==> src/rtl/write_image_cmd_cfg.svh <==
// offsets, codes and timing counts of the programmer sequencer
`ifndef WRITE_IMAGE_CMD_CFG_SVH
`define WRITE_IMAGE_CMD_CFG_SVH
`define CLK_HZ 20000000
`define BAUD_RATE 9600
`define BAUD_DIV (`CLK_HZ / `BAUD_RATE)
`define ERASE_WAIT_MS 100
`define ERASE_WAIT_CYC (`ERASE_WAIT_MS * (`CLK_HZ / 1000))
`define TGT_RST_CYC 32'd16
`define ROUTINE_LEN 16'd64
`define ROUTINE_BASE 16'h0000
`define BLOCK_LEN 3'd5
`define BURST_LEN 3'd3
`define FILL_BYTE 8'hff
`define CODE_ERASE 8'h01
`define CODE_WRITE 8'h02
`define FRAME_BITS 4'd10
`define TXD_IDLE 1'b1
`endif

==> src/rtl/write_image_cmd_pkg.sv <==
// types shared by the programmer sequencer
package write_image_cmd_pkg;
    typedef enum logic [2:0] {
        erase_cmd = 3'b000,
        blank_test_cmd = 3'b001,
        copy_cmd = 3'b010,
        write_image_cmd = 3'b011,
        compare_image_cmd = 3'b100
    } op_e;
    typedef enum logic [3:0] {
        st_idle = 4'b0000,
        st_rst = 4'b0001,
        st_ewait = 4'b0010,
        st_loc = 4'b0011,
        st_fwait = 4'b0100,
        st_fcap = 4'b0101,
        st_frame = 4'b0110,
        st_tx = 4'b0111,
        st_rx = 4'b1000,
        st_after = 4'b1001,
        st_done = 4'b1010
    } st_e;
    typedef enum logic [1:0] {
        ph_routine = 2'b00,
        ph_block = 2'b01,
        ph_loc = 2'b10
    } ph_e;
    typedef struct packed {
        op_e op;
        logic burst_variant;
        logic otp_target;
        logic [15:0] start_addr;
        logic [15:0] end_addr;
    } req_s;
    typedef struct packed {
        logic rd;
        logic wr;
        logic monitor_space;
        logic [15:0] addr;
        logic [7:0] wdata;
    } mem_s;
    typedef struct packed {
        st_e st;
        ph_e ph;
        req_s req;
        logic [15:0] addr;
        logic [15:0] rcnt;
        logic [4:0][7:0] frame;
        logic [2:0] flen;
        logic [2:0] fidx;
        logic [1:0] rx_need;
        logic echo;
        logic [7:0] mem_byte;
        logic [31:0] wait_cnt;
        logic [15:0] tbaud;
        logic [3:0] tbit;
        logic [9:0] tsh;
        logic txd;
        logic [1:0] rsync;
        logic rbusy;
        logic [15:0] rbaud;
        logic [3:0] rbit;
        logic [7:0] rsh;
        logic rx_valid;
        logic [7:0] rx_byte;
        mem_s mem;
        logic tgt_rst_n;
        logic erase_mode;
        logic busy;
        logic done;
        logic err;
        logic refused;
    } seq_s;
endpackage

==> src/rtl/pair_buffer.sv <==
// two-entry valid/ready buffer
`timescale 1ns/1ps
`default_nettype none
module pair_buffer #(
    parameter int W = 8
) (
    input wire logic ref_clk_i,
    input wire logic rst_n_i,
    input wire logic in_valid_i,
    input wire logic [W-1:0] in_data_i,
    output logic in_ready_o,
    output logic out_valid_o,
    output logic [W-1:0] out_data_o,
    input wire logic out_ready_i
);
    typedef struct packed {
        logic [1:0][W-1:0] d;
        logic [1:0] cnt;
    } buf_s;
    buf_s s;
    buf_s n;
    logic push;
    logic pop;
    assign in_ready_o = s.cnt != 2'd2;
    assign out_valid_o = s.cnt != 2'd0;
    assign out_data_o = s.d[0];
    assign push = in_valid_i && in_ready_o;
    assign pop = out_valid_o && out_ready_i;
    always_comb begin
        n = s;
        if (pop) begin
            n.d[0] = s.d[1];
            n.cnt = n.cnt - 2'd1;
        end
        if (push) begin
            n.d[(s.cnt == 2'd1) && !pop] = in_data_i;
            n.cnt = n.cnt + 2'd1;
        end
    end
    always_ff @(posedge ref_clk_i) begin
        if (!rst_n_i) begin
            s <= '0;
        end else begin
            s <= n;
        end
    end
endmodule
`default_nettype wire

==> src/rtl/write_image_cmd_seq.sv <==
// programmer sequencer driving a target's bootstrap loader over serial
// Function
// (RULE_01) write command sends user-map image bytes to the target.
// (RULE_02) copy command writes the target's returned bytes into the user map.
// (RULE_03) first variant downloads the programming routine before an erase or write command.
// (RULE_04) target runs the downloaded routine from its first RAM location.
// (RULE_05) command block: start address, end address, then one command byte.
// (RULE_06) target returns to its loader after erase or write finishes.
// (RULE_07) blank test, copy and compare use dump mode, no routine.
// (RULE_08) second variant sends bursts: address high, address low, data.
// (RULE_09) burst data byte is all ones except when writing.
// (RULE_10) target answers each burst with one address byte, checked here.
// (RULE_11) second variant erase: erase mode, release reset, wait 100 ms.
// (RULE_12) erase refused for one-time-programmable targets.
// (RULE_13) next burst waits for the echo; mismatching echo is an error.
// (RULE_14) bytes framed: start bit, eight data bits lsb first, stop bit.
`timescale 1ns/1ps
`default_nettype none
`include "write_image_cmd_cfg.svh"
module write_image_cmd_seq import write_image_cmd_pkg::*; #(
    parameter logic [15:0] BAUD_DIV = 16'(`BAUD_DIV),
    parameter logic [15:0] ROUTINE_LEN = `ROUTINE_LEN,
    parameter logic [31:0] ERASE_WAIT_CYC = 32'(`ERASE_WAIT_CYC)
) (
    input wire logic ref_clk_i,
    input wire logic rst_n_i,
    input wire logic start_i,
    input wire req_s req_i,
    output var mem_s mem_o,
    input wire logic [7:0] mem_rdata_i,
    input wire logic rxd_i,
    output logic txd_o,
    output logic tgt_rst_n_o,
    output logic erase_mode_o,
    output logic busy_o,
    output logic done_o,
    output logic err_o,
    output logic refused_o
);
    seq_s s;
    seq_s n;
    logic tx_load;
    logic tx_idle;
    logic buf_in_ready;
    logic buf_out_valid;
    logic buf_out_ready;
    logic [7:0] buf_out_data;
    logic got;

    function automatic logic is_read(input op_e op);
        is_read = (op == blank_test_cmd) || (op == copy_cmd) || (op == compare_image_cmd);
    endfunction

    pair_buffer #(.W(8)) rx_buf (
        .ref_clk_i(ref_clk_i),
        .rst_n_i(rst_n_i),
        .in_valid_i(s.rx_valid),
        .in_data_i(s.rx_byte),
        .in_ready_o(buf_in_ready),
        .out_valid_o(buf_out_valid),
        .out_data_o(buf_out_data),
        .out_ready_i(buf_out_ready)
    );

    assign buf_out_ready = (s.st == st_idle) || (s.st == st_rx && s.rx_need != 2'd0);
    assign got = buf_out_valid && s.st == st_rx && s.rx_need != 2'd0;
    assign tx_idle = (s.tbaud == 16'h0000) && (s.tbit == 4'h0);
    assign mem_o = s.mem;
    assign txd_o = s.txd;
    assign tgt_rst_n_o = s.tgt_rst_n;
    assign erase_mode_o = s.erase_mode;
    assign busy_o = s.busy;
    assign done_o = s.done;
    assign err_o = s.err;
    assign refused_o = s.refused;

    always_comb begin
        n = s;
        tx_load = 1'b0;
        n.done = 1'b0;
        n.mem.rd = 1'b0;
        n.mem.wr = 1'b0;
        n.rx_valid = 1'b0;
        // receiver, mid-bit sampling
        n.rsync = {s.rsync[0], rxd_i};
        if (!s.rbusy) begin
            if (!s.rsync[1]) begin
                n.rbusy = 1'b1;
                n.rbaud = (BAUD_DIV >> 1) - 16'h0001;
                n.rbit = 4'h0;
            end
        end else if (s.rbaud != 16'h0000) begin
            n.rbaud = s.rbaud - 16'h0001;
        end else begin
            n.rbaud = BAUD_DIV - 16'h0001;
            if (s.rbit == 4'h0) begin
                if (s.rsync[1]) begin
                    n.rbusy = 1'b0;
                end else begin
                    n.rbit = 4'h1;
                end
            end else if (s.rbit != 4'h9) begin
                n.rsh = {s.rsync[1], s.rsh[7:1]}; // RULE_14
                n.rbit = s.rbit + 4'h1;
            end else begin
                n.rbusy = 1'b0;
                n.rx_valid = s.rsync[1]; // RULE_14
                n.rx_byte = s.rsh;
            end
        end
        if (s.rx_valid && !buf_in_ready) begin
            n.err = 1'b1;
        end
        // transmitter shift
        if (s.tbaud != 16'h0000) begin
            n.tbaud = s.tbaud - 16'h0001;
        end else if (s.tbit != 4'h0) begin
            n.txd = s.tsh[0];
            n.tsh = {1'b1, s.tsh[9:1]};
            n.tbit = s.tbit - 4'h1;
            n.tbaud = BAUD_DIV - 16'h0001;
        end
        case (s.st)
            st_idle: begin
                n.busy = 1'b0;
                if (start_i) begin
                    n.req = req_i;
                    n.busy = 1'b1;
                    n.err = 1'b0;
                    n.refused = 1'b0;
                    n.addr = req_i.start_addr;
                    if (req_i.op == erase_cmd && req_i.otp_target) begin
                        n.refused = 1'b1; // RULE_12
                        n.st = st_done;
                    end else begin
                        n.tgt_rst_n = 1'b0;
                        n.erase_mode = req_i.burst_variant && req_i.op == erase_cmd; // RULE_11
                        n.wait_cnt = `TGT_RST_CYC;
                        n.st = st_rst;
                    end
                end
            end
            st_rst: begin
                if (s.wait_cnt != 32'h0) begin
                    n.wait_cnt = s.wait_cnt - 32'h1;
                end else begin
                    n.tgt_rst_n = 1'b1;
                    if (s.req.burst_variant && s.req.op == erase_cmd) begin
                        n.wait_cnt = ERASE_WAIT_CYC; // RULE_11
                        n.st = st_ewait;
                    end else if (s.req.burst_variant || is_read(s.req.op)) begin
                        n.ph = ph_loc; // RULE_07
                        n.st = st_loc;
                    end else begin
                        n.ph = ph_routine; // RULE_03
                        n.rcnt = 16'h0000;
                        n.st = st_loc;
                    end
                end
            end
            st_ewait: begin
                if (s.wait_cnt != 32'h0) begin
                    n.wait_cnt = s.wait_cnt - 32'h1;
                end else begin
                    n.ph = ph_loc;
                    n.st = st_loc;
                end
            end
            st_loc: begin
                if (s.ph == ph_routine) begin
                    if (s.rcnt == ROUTINE_LEN) begin
                        n.frame[0] = s.req.start_addr[15:8]; // RULE_05
                        n.frame[1] = s.req.start_addr[7:0];
                        n.frame[2] = s.req.end_addr[15:8];
                        n.frame[3] = s.req.end_addr[7:0];
                        n.frame[4] = (s.req.op == erase_cmd) ? `CODE_ERASE : `CODE_WRITE;
                        n.flen = `BLOCK_LEN;
                        n.rx_need = (s.req.op == erase_cmd) ? 2'd1 : 2'd0;
                        n.echo = 1'b0;
                        n.fidx = 3'd0;
                        n.ph = ph_block;
                        n.st = st_tx;
                    end else begin
                        n.mem.rd = 1'b1; // RULE_03
                        n.mem.monitor_space = 1'b1;
                        n.mem.addr = `ROUTINE_BASE + s.rcnt;
                        n.st = st_fwait;
                    end
                end else if (s.req.op == write_image_cmd || s.req.op == compare_image_cmd) begin
                    n.mem.rd = 1'b1; // RULE_01
                    n.mem.monitor_space = 1'b0;
                    n.mem.addr = s.addr;
                    n.st = st_fwait;
                end else begin
                    n.st = st_frame;
                end
            end
            st_fwait: begin
                n.st = st_fcap;
            end
            st_fcap: begin
                n.mem_byte = mem_rdata_i;
                n.st = st_frame;
            end
            st_frame: begin
                n.fidx = 3'd0;
                n.echo = 1'b0;
                n.st = st_tx;
                if (s.ph == ph_routine) begin
                    n.frame[0] = s.mem_byte;
                    n.flen = 3'd1;
                    n.rx_need = 2'd0;
                    n.rcnt = s.rcnt + 16'h0001;
                end else if (s.req.burst_variant) begin
                    n.frame[0] = s.addr[15:8]; // RULE_08
                    n.frame[1] = s.addr[7:0];
                    n.frame[2] = (s.req.op == write_image_cmd) ? s.mem_byte : `FILL_BYTE; // RULE_09
                    n.flen = `BURST_LEN;
                    n.echo = 1'b1; // RULE_13
                    n.rx_need = is_read(s.req.op) ? 2'd2 : 2'd1;
                end else if (s.req.op == write_image_cmd) begin
                    n.frame[0] = s.mem_byte; // RULE_01
                    n.flen = 3'd1;
                    n.rx_need = 2'd0;
                end else begin
                    n.frame[0] = s.addr[15:8]; // RULE_07
                    n.frame[1] = s.addr[7:0];
                    n.flen = 3'd2;
                    n.rx_need = 2'd1;
                end
            end
            st_tx: begin
                if (s.fidx == s.flen) begin
                    n.st = st_rx;
                end else if (tx_idle) begin
                    tx_load = 1'b1;
                    n.tsh = {1'b1, s.frame[s.fidx], 1'b0}; // RULE_14
                    n.tbit = `FRAME_BITS;
                    n.fidx = s.fidx + 3'd1;
                end
            end
            st_rx: begin
                if (s.rx_need == 2'd0) begin
                    n.st = st_after;
                end else if (buf_out_valid) begin
                    n.rx_need = s.rx_need - 2'd1;
                    if (s.echo) begin
                        n.echo = 1'b0;
                        if (buf_out_data != s.addr[7:0]) begin
                            n.err = 1'b1; // RULE_10
                            n.st = st_done;
                        end
                    end else begin
                        case (s.req.op)
                            blank_test_cmd: begin
                                if (buf_out_data != `FILL_BYTE) begin
                                    n.err = 1'b1;
                                end
                            end
                            compare_image_cmd: begin
                                if (buf_out_data != s.mem_byte) begin
                                    n.err = 1'b1;
                                end
                            end
                            copy_cmd: begin
                                n.mem.wr = 1'b1; // RULE_02
                                n.mem.monitor_space = 1'b0;
                                n.mem.addr = s.addr;
                                n.mem.wdata = buf_out_data;
                            end
                            default: begin
                            end
                        endcase
                    end
                end
            end
            st_after: begin
                n.st = st_loc;
                if (s.ph == ph_block) begin
                    if (s.req.op == erase_cmd) begin
                        n.st = st_done;
                    end else begin
                        n.ph = ph_loc;
                    end
                end else if (s.ph == ph_loc) begin
                    if (s.req.op == erase_cmd || s.addr == s.req.end_addr) begin
                        n.st = st_done;
                    end else begin
                        n.addr = s.addr + 16'h0001;
                    end
                end
            end
            st_done: begin
                if (tx_idle) begin
                    n.done = 1'b1;
                    n.busy = 1'b0;
                    n.erase_mode = 1'b0;
                    n.st = st_idle;
                end
            end
            default: begin
                n.st = st_idle;
            end
        endcase
    end

    always_ff @(posedge ref_clk_i) begin
        if (!rst_n_i) begin
            s <= '0;
            s.txd <= `TXD_IDLE;
            s.rsync <= 2'b11;
        end else begin
            s <= n;
        end
    end
endmodule
`default_nettype wire

==> config.mk <==
export PLATFORM = sky130hd
export DESIGN_NAME = write_image_cmd_seq
export DESIGN_NICKNAME = d
export VERILOG_FILES = /design/src/rtl/write_image_cmd_pkg.sv /design/src/rtl/pair_buffer.sv /design/src/rtl/write_image_cmd_seq.sv
export VERILOG_INCLUDE_DIRS = /design/src /design/src/rtl
export SDC_FILE = /design/constraint.sdc
export NUM_CORES = 1
export LEC_CHECK = 0
export ABC_AREA = 1
export ABC_CLOCK_PERIOD_IN_PS = 3010
export BUFFER_PORTS_ARGS = -buffer_cell sky130_fd_sc_hd__buf_2
export CAP_MARGIN = 10
export CORE_ASPECT_RATIO = 0.6
export CORE_MARGIN = 2
export CORE_UTILIZATION = 60
export DETAILED_ROUTE_END_ITERATION = 12
export GPL_TIMING_DRIVEN = 0
export HOLD_SLACK_MARGIN = 0.03
export PLACE_DENSITY = 0.79
export SETUP_SLACK_MARGIN = 0.15
export SYNTH_ARGS = -nofsm -noshare
export SYNTH_HDL_FRONTEND = slang
export SYNTH_SLANG_ARGS = --single-unit
==> constraint.sdc <==
create_clock -name ref_clk_i -period 3.01 [get_ports ref_clk_i]
set_input_delay 0.1505 -clock ref_clk_i [delete_from_list [all_inputs] [get_ports ref_clk_i]]
set_output_delay 0.1505 -clock ref_clk_i [all_outputs]
set_load 0.01 [all_outputs]
==> impl_results.md <==
* Final Skew at 28.6 ps
* Post-synthesis cell area at 14900 um2
* Vias post-DR at 16377
* LEAKAGE at 7.38 nW
* Die X at 208 um
* Critical path cell sequence: inv_1 > ha_1 > inv_1 > or2_1 > nor2_2 > inv_1 > nor2_2 > nand2_2 > nand2_1 > a21oi_1 > a31o_2
* Initial Utilization at 61.4%
* Critical path endpoint category: flip-flop
* Post-layout net count at 2455
* Final setup violation count at 0
* Total power at 15.9 mW
* Drt first pass iters at 6
* FF/Latch Area at 5590 um2
* Crit Path Category: flip-flop to flip-flop
* Mapped Nets at 2298
* Iteration-0 DRC Markers at 2598
* Crit-path leading delay family: simple AND/OR/NAND/NOR gates
* Final clock period utilization by the worst path at 88.3%
* Port buffer count at 82
* CP startpoint kind: flip-flop
* Wire length of the first global-routing pass at 81700 um
* Status: completed
* Routability cong. at 1.05
* TNS Setup at 0 ps
* Final WL at 53700 um
* Largest net degree at the start of global routing at 15
* Fmax at 0.376 GHz
* Final Util at 70.6%
* RSZ-0062 raised after global routing: no
* Area Growth Syn to Fin at 15.0%
* Req. time, crit path at 3460 ps
* Cell mode on critical path: inv_1
* Final Hold Vio Count at 0
* Worst-path maximum fanout at 10
* Drt wl/cell at 19.7 um
* Vias in the first global route at 14399
* Post-Syn Instances at 2233
* CP max stage delay at 400 ps
* Worst r2r src: s[84]$_SDFF_PN0_
* Initial antenna violation count at 2
* Later-pin clock latency in the skew report at 580 ps
* Postcts setup bufs at 0
* # clock sinks at 279
* Overall die area at 26200 um2
* Number of CTS-inserted buffers at 27
* Power per Cell Area at 925 nW/um2
* Slew headroom at 22.6%
* Root buffer cell: clkbuf_16
* Crit Reg-Reg Endpoint: s[76]$_SDFF_PN0_
* Maximum VDD drop at 0.761 mV
* Vias per cell at 5.99
* FILL cells at 2092
* MaxCap Viol Count at 0
* Number of I/O pins at 83
* Deepest clock path buffer count at 3
* Synth unique cells at 57
* Crit path DAT at 3110 ps
* Cells after DPL at 2637
* Syn Area/Cell at 6.69 um2
* Hold crit path type: input pin to flip-flop
* Synthesized flop and latch total at 279
* Worst hold stages at 5
* Gr ovfl total at 0
* Multi-input gate area at 7790 um2
* Yosys warns at 0
* # DRC at 0
* Worst slew pin tran at 1160 ps
* Slew Limit Fails at 0
* Clock Pin Slew Worst Setup and Hold Paths at 70 ps
* Antenna viol nets, final at 0
* Site Rows at 44
* Hold path start: req_i[32]
* Worst hold slack at 37.6 ps
* Worst path bufs/invs at 3
* Minimum clock period at 2660 ps
* H-tree Lvls at 1
* Hold endpoint: refused_o$_SDFFE_PN0P_
* Flop2flop setup slack at 350 ps
* Reg2Reg Depth at 11
* Non-filler cells, final at 2733
* GR Util All Layers at 39.9%
* CTS tree: done
* Placeable Area at 24300 um2
* Sequential cell area fraction in the yosys report at 37.4%
* Die extent in y at 126 um
* DPL Wire Length at 39900 um
* Critical-path top delay cell: nor2_2
* Layout cells sized above 1 at 10.4%
[cells in the final DEF, fill, tap and decap left out, drive strengths merged, types with 19 or more instances in the layout]
cell and instances:
a21oi 234, buf 147, clkbuf 85, dfxtp 279, dlygate4sd3 46, inv 245, nand2 472, nand3 118
nand4 30, nor2 288, nor3 54, o21ai 245, xnor2 19, xor2 36
[cell usage after synthesis (all sizes together)]
cell type  number  area share (%)
nand2         472              12
nor3b           4            0.20
buf            65             2.9
clkbuf         49             1.2
inv           244             6.2
and2            1           0.042
o21a            3            0.15
o2111ai         1           0.059
clkinv          5            0.13
nor3           54             1.9
nor4            6            0.29
o211ai          1           0.050
o31ai           2            0.10
o21bai          8            0.40
a31oi          11            0.46
a22oi           1           0.050
a21oi         234             7.9
nand3         118             4.0
a211oi         14            0.77
or2             5            0.21
o221ai          1           0.059
or3             1           0.042
o31a            1           0.059
o22ai          10            0.42
nor2          288             7.9
nand4          30             1.5
and3            1           0.042
a221oi          2            0.12
o21ai         245             8.4
dfxtp         279              37
a31o            2            0.12
nand3b          3            0.15
ha             16             1.3
xor2           36             2.1
xnor2          19             1.1
o2bb2ai         1           0.059
[routing by layer]
metal	part of all wire [%]	GRT usage (%)	vias up
met1	44	61.1	7548
met4	2.8	10.2	4
met3	15	12.1	122
li1	-	-	7617
met5	0.13	0	-
met2	38	53.6	1086
[how the worst max path moves through the flow]
stage / from / to / slack, ps / cells after the start
global route: s[213]$_SDFFE_PN0P_ / s[220]$_SDFFE_PN0P_ / 180 / 13
global placement: s[145]$_SDFFE_PN0P_ / mem_o[8]$_SDFFE_PN0P_ / 470 / 9
detailed placement: s[145]$_SDFFE_PN0P_ / mem_o[8]$_SDFFE_PN0P_ / 410 / 9
floorplan: s[84]$_SDFF_PN0_ / s[76]$_SDFF_PN0_ / 1140 / 11
CTS: s[145]$_SDFFE_PN0P_ / mem_o[8]$_SDFFE_PN0P_ / 390 / 9
finish: s[84]$_SDFF_PN0_ / s[76]$_SDFF_PN0_ / 350 / 11
[power by group]
group          switching, mW  internal, mW  total (mW)
sequential             0.631          4.29        4.92
combinational           4.97          2.25        7.22
clock                   1.55          2.20        3.75
total                   7.15          8.74        15.9
[kinds of logic after synthesis]
group / share of synthesized area [%]
fa+ha+maj: 1.34
compound gates: 19.1
buf+inv: 10.5
xor+xnor: 3.22
flops: 37.4
simple gates: 28.4
[worst register-to-register path: stages, from the launching register on]
cell,delay [ps]
dfxtp_1,290
inv_1,100
ha_1,170
inv_1,70
or2_1,240
nor2_2,400
inv_1,170
nor2_2,350
nand2_2,260
nand2_1,230
a21oi_1,60
a31o_2,210
[cell type report]
type                       instances  share of cell area [%]
buffer                           114                    3.61
clock inverter                    13                    1.14
sequential                       279                    32.5
inverter                         249                    5.50
clock buffer                      36                    4.42
multi-input combinational       1591                    45.4
tap                              322                    2.35
antenna                            1                  0.0146
timing repair buffer             128                    5.07
[registers in the layout, summed over array words and instances, names as in the netlist, 8 cells and up]
register,cells
rx_buf.s,10
rx_buf.out_data_o,8
s,226
mem_o,27
[stage by stage]
stage / area, um2 / setup slack, ps
2_1_floorplan: 14900 / 1140
3_3_place_gp: 15800 / 466
5_1_grt: 17200 / 180
3_5_place_dp: 15800 / 410
6_report: 17200 / 352
4_1_cts: 17200 / 394
[what timing repair did]
item,4_1_cts,5_1_grt
setup endpoints to repair,0,3
hold endpoints to repair,59,0
hold buffers,46,0
resized for setup,0,1
Note: power is estimated with default switching activity, not from simulation.
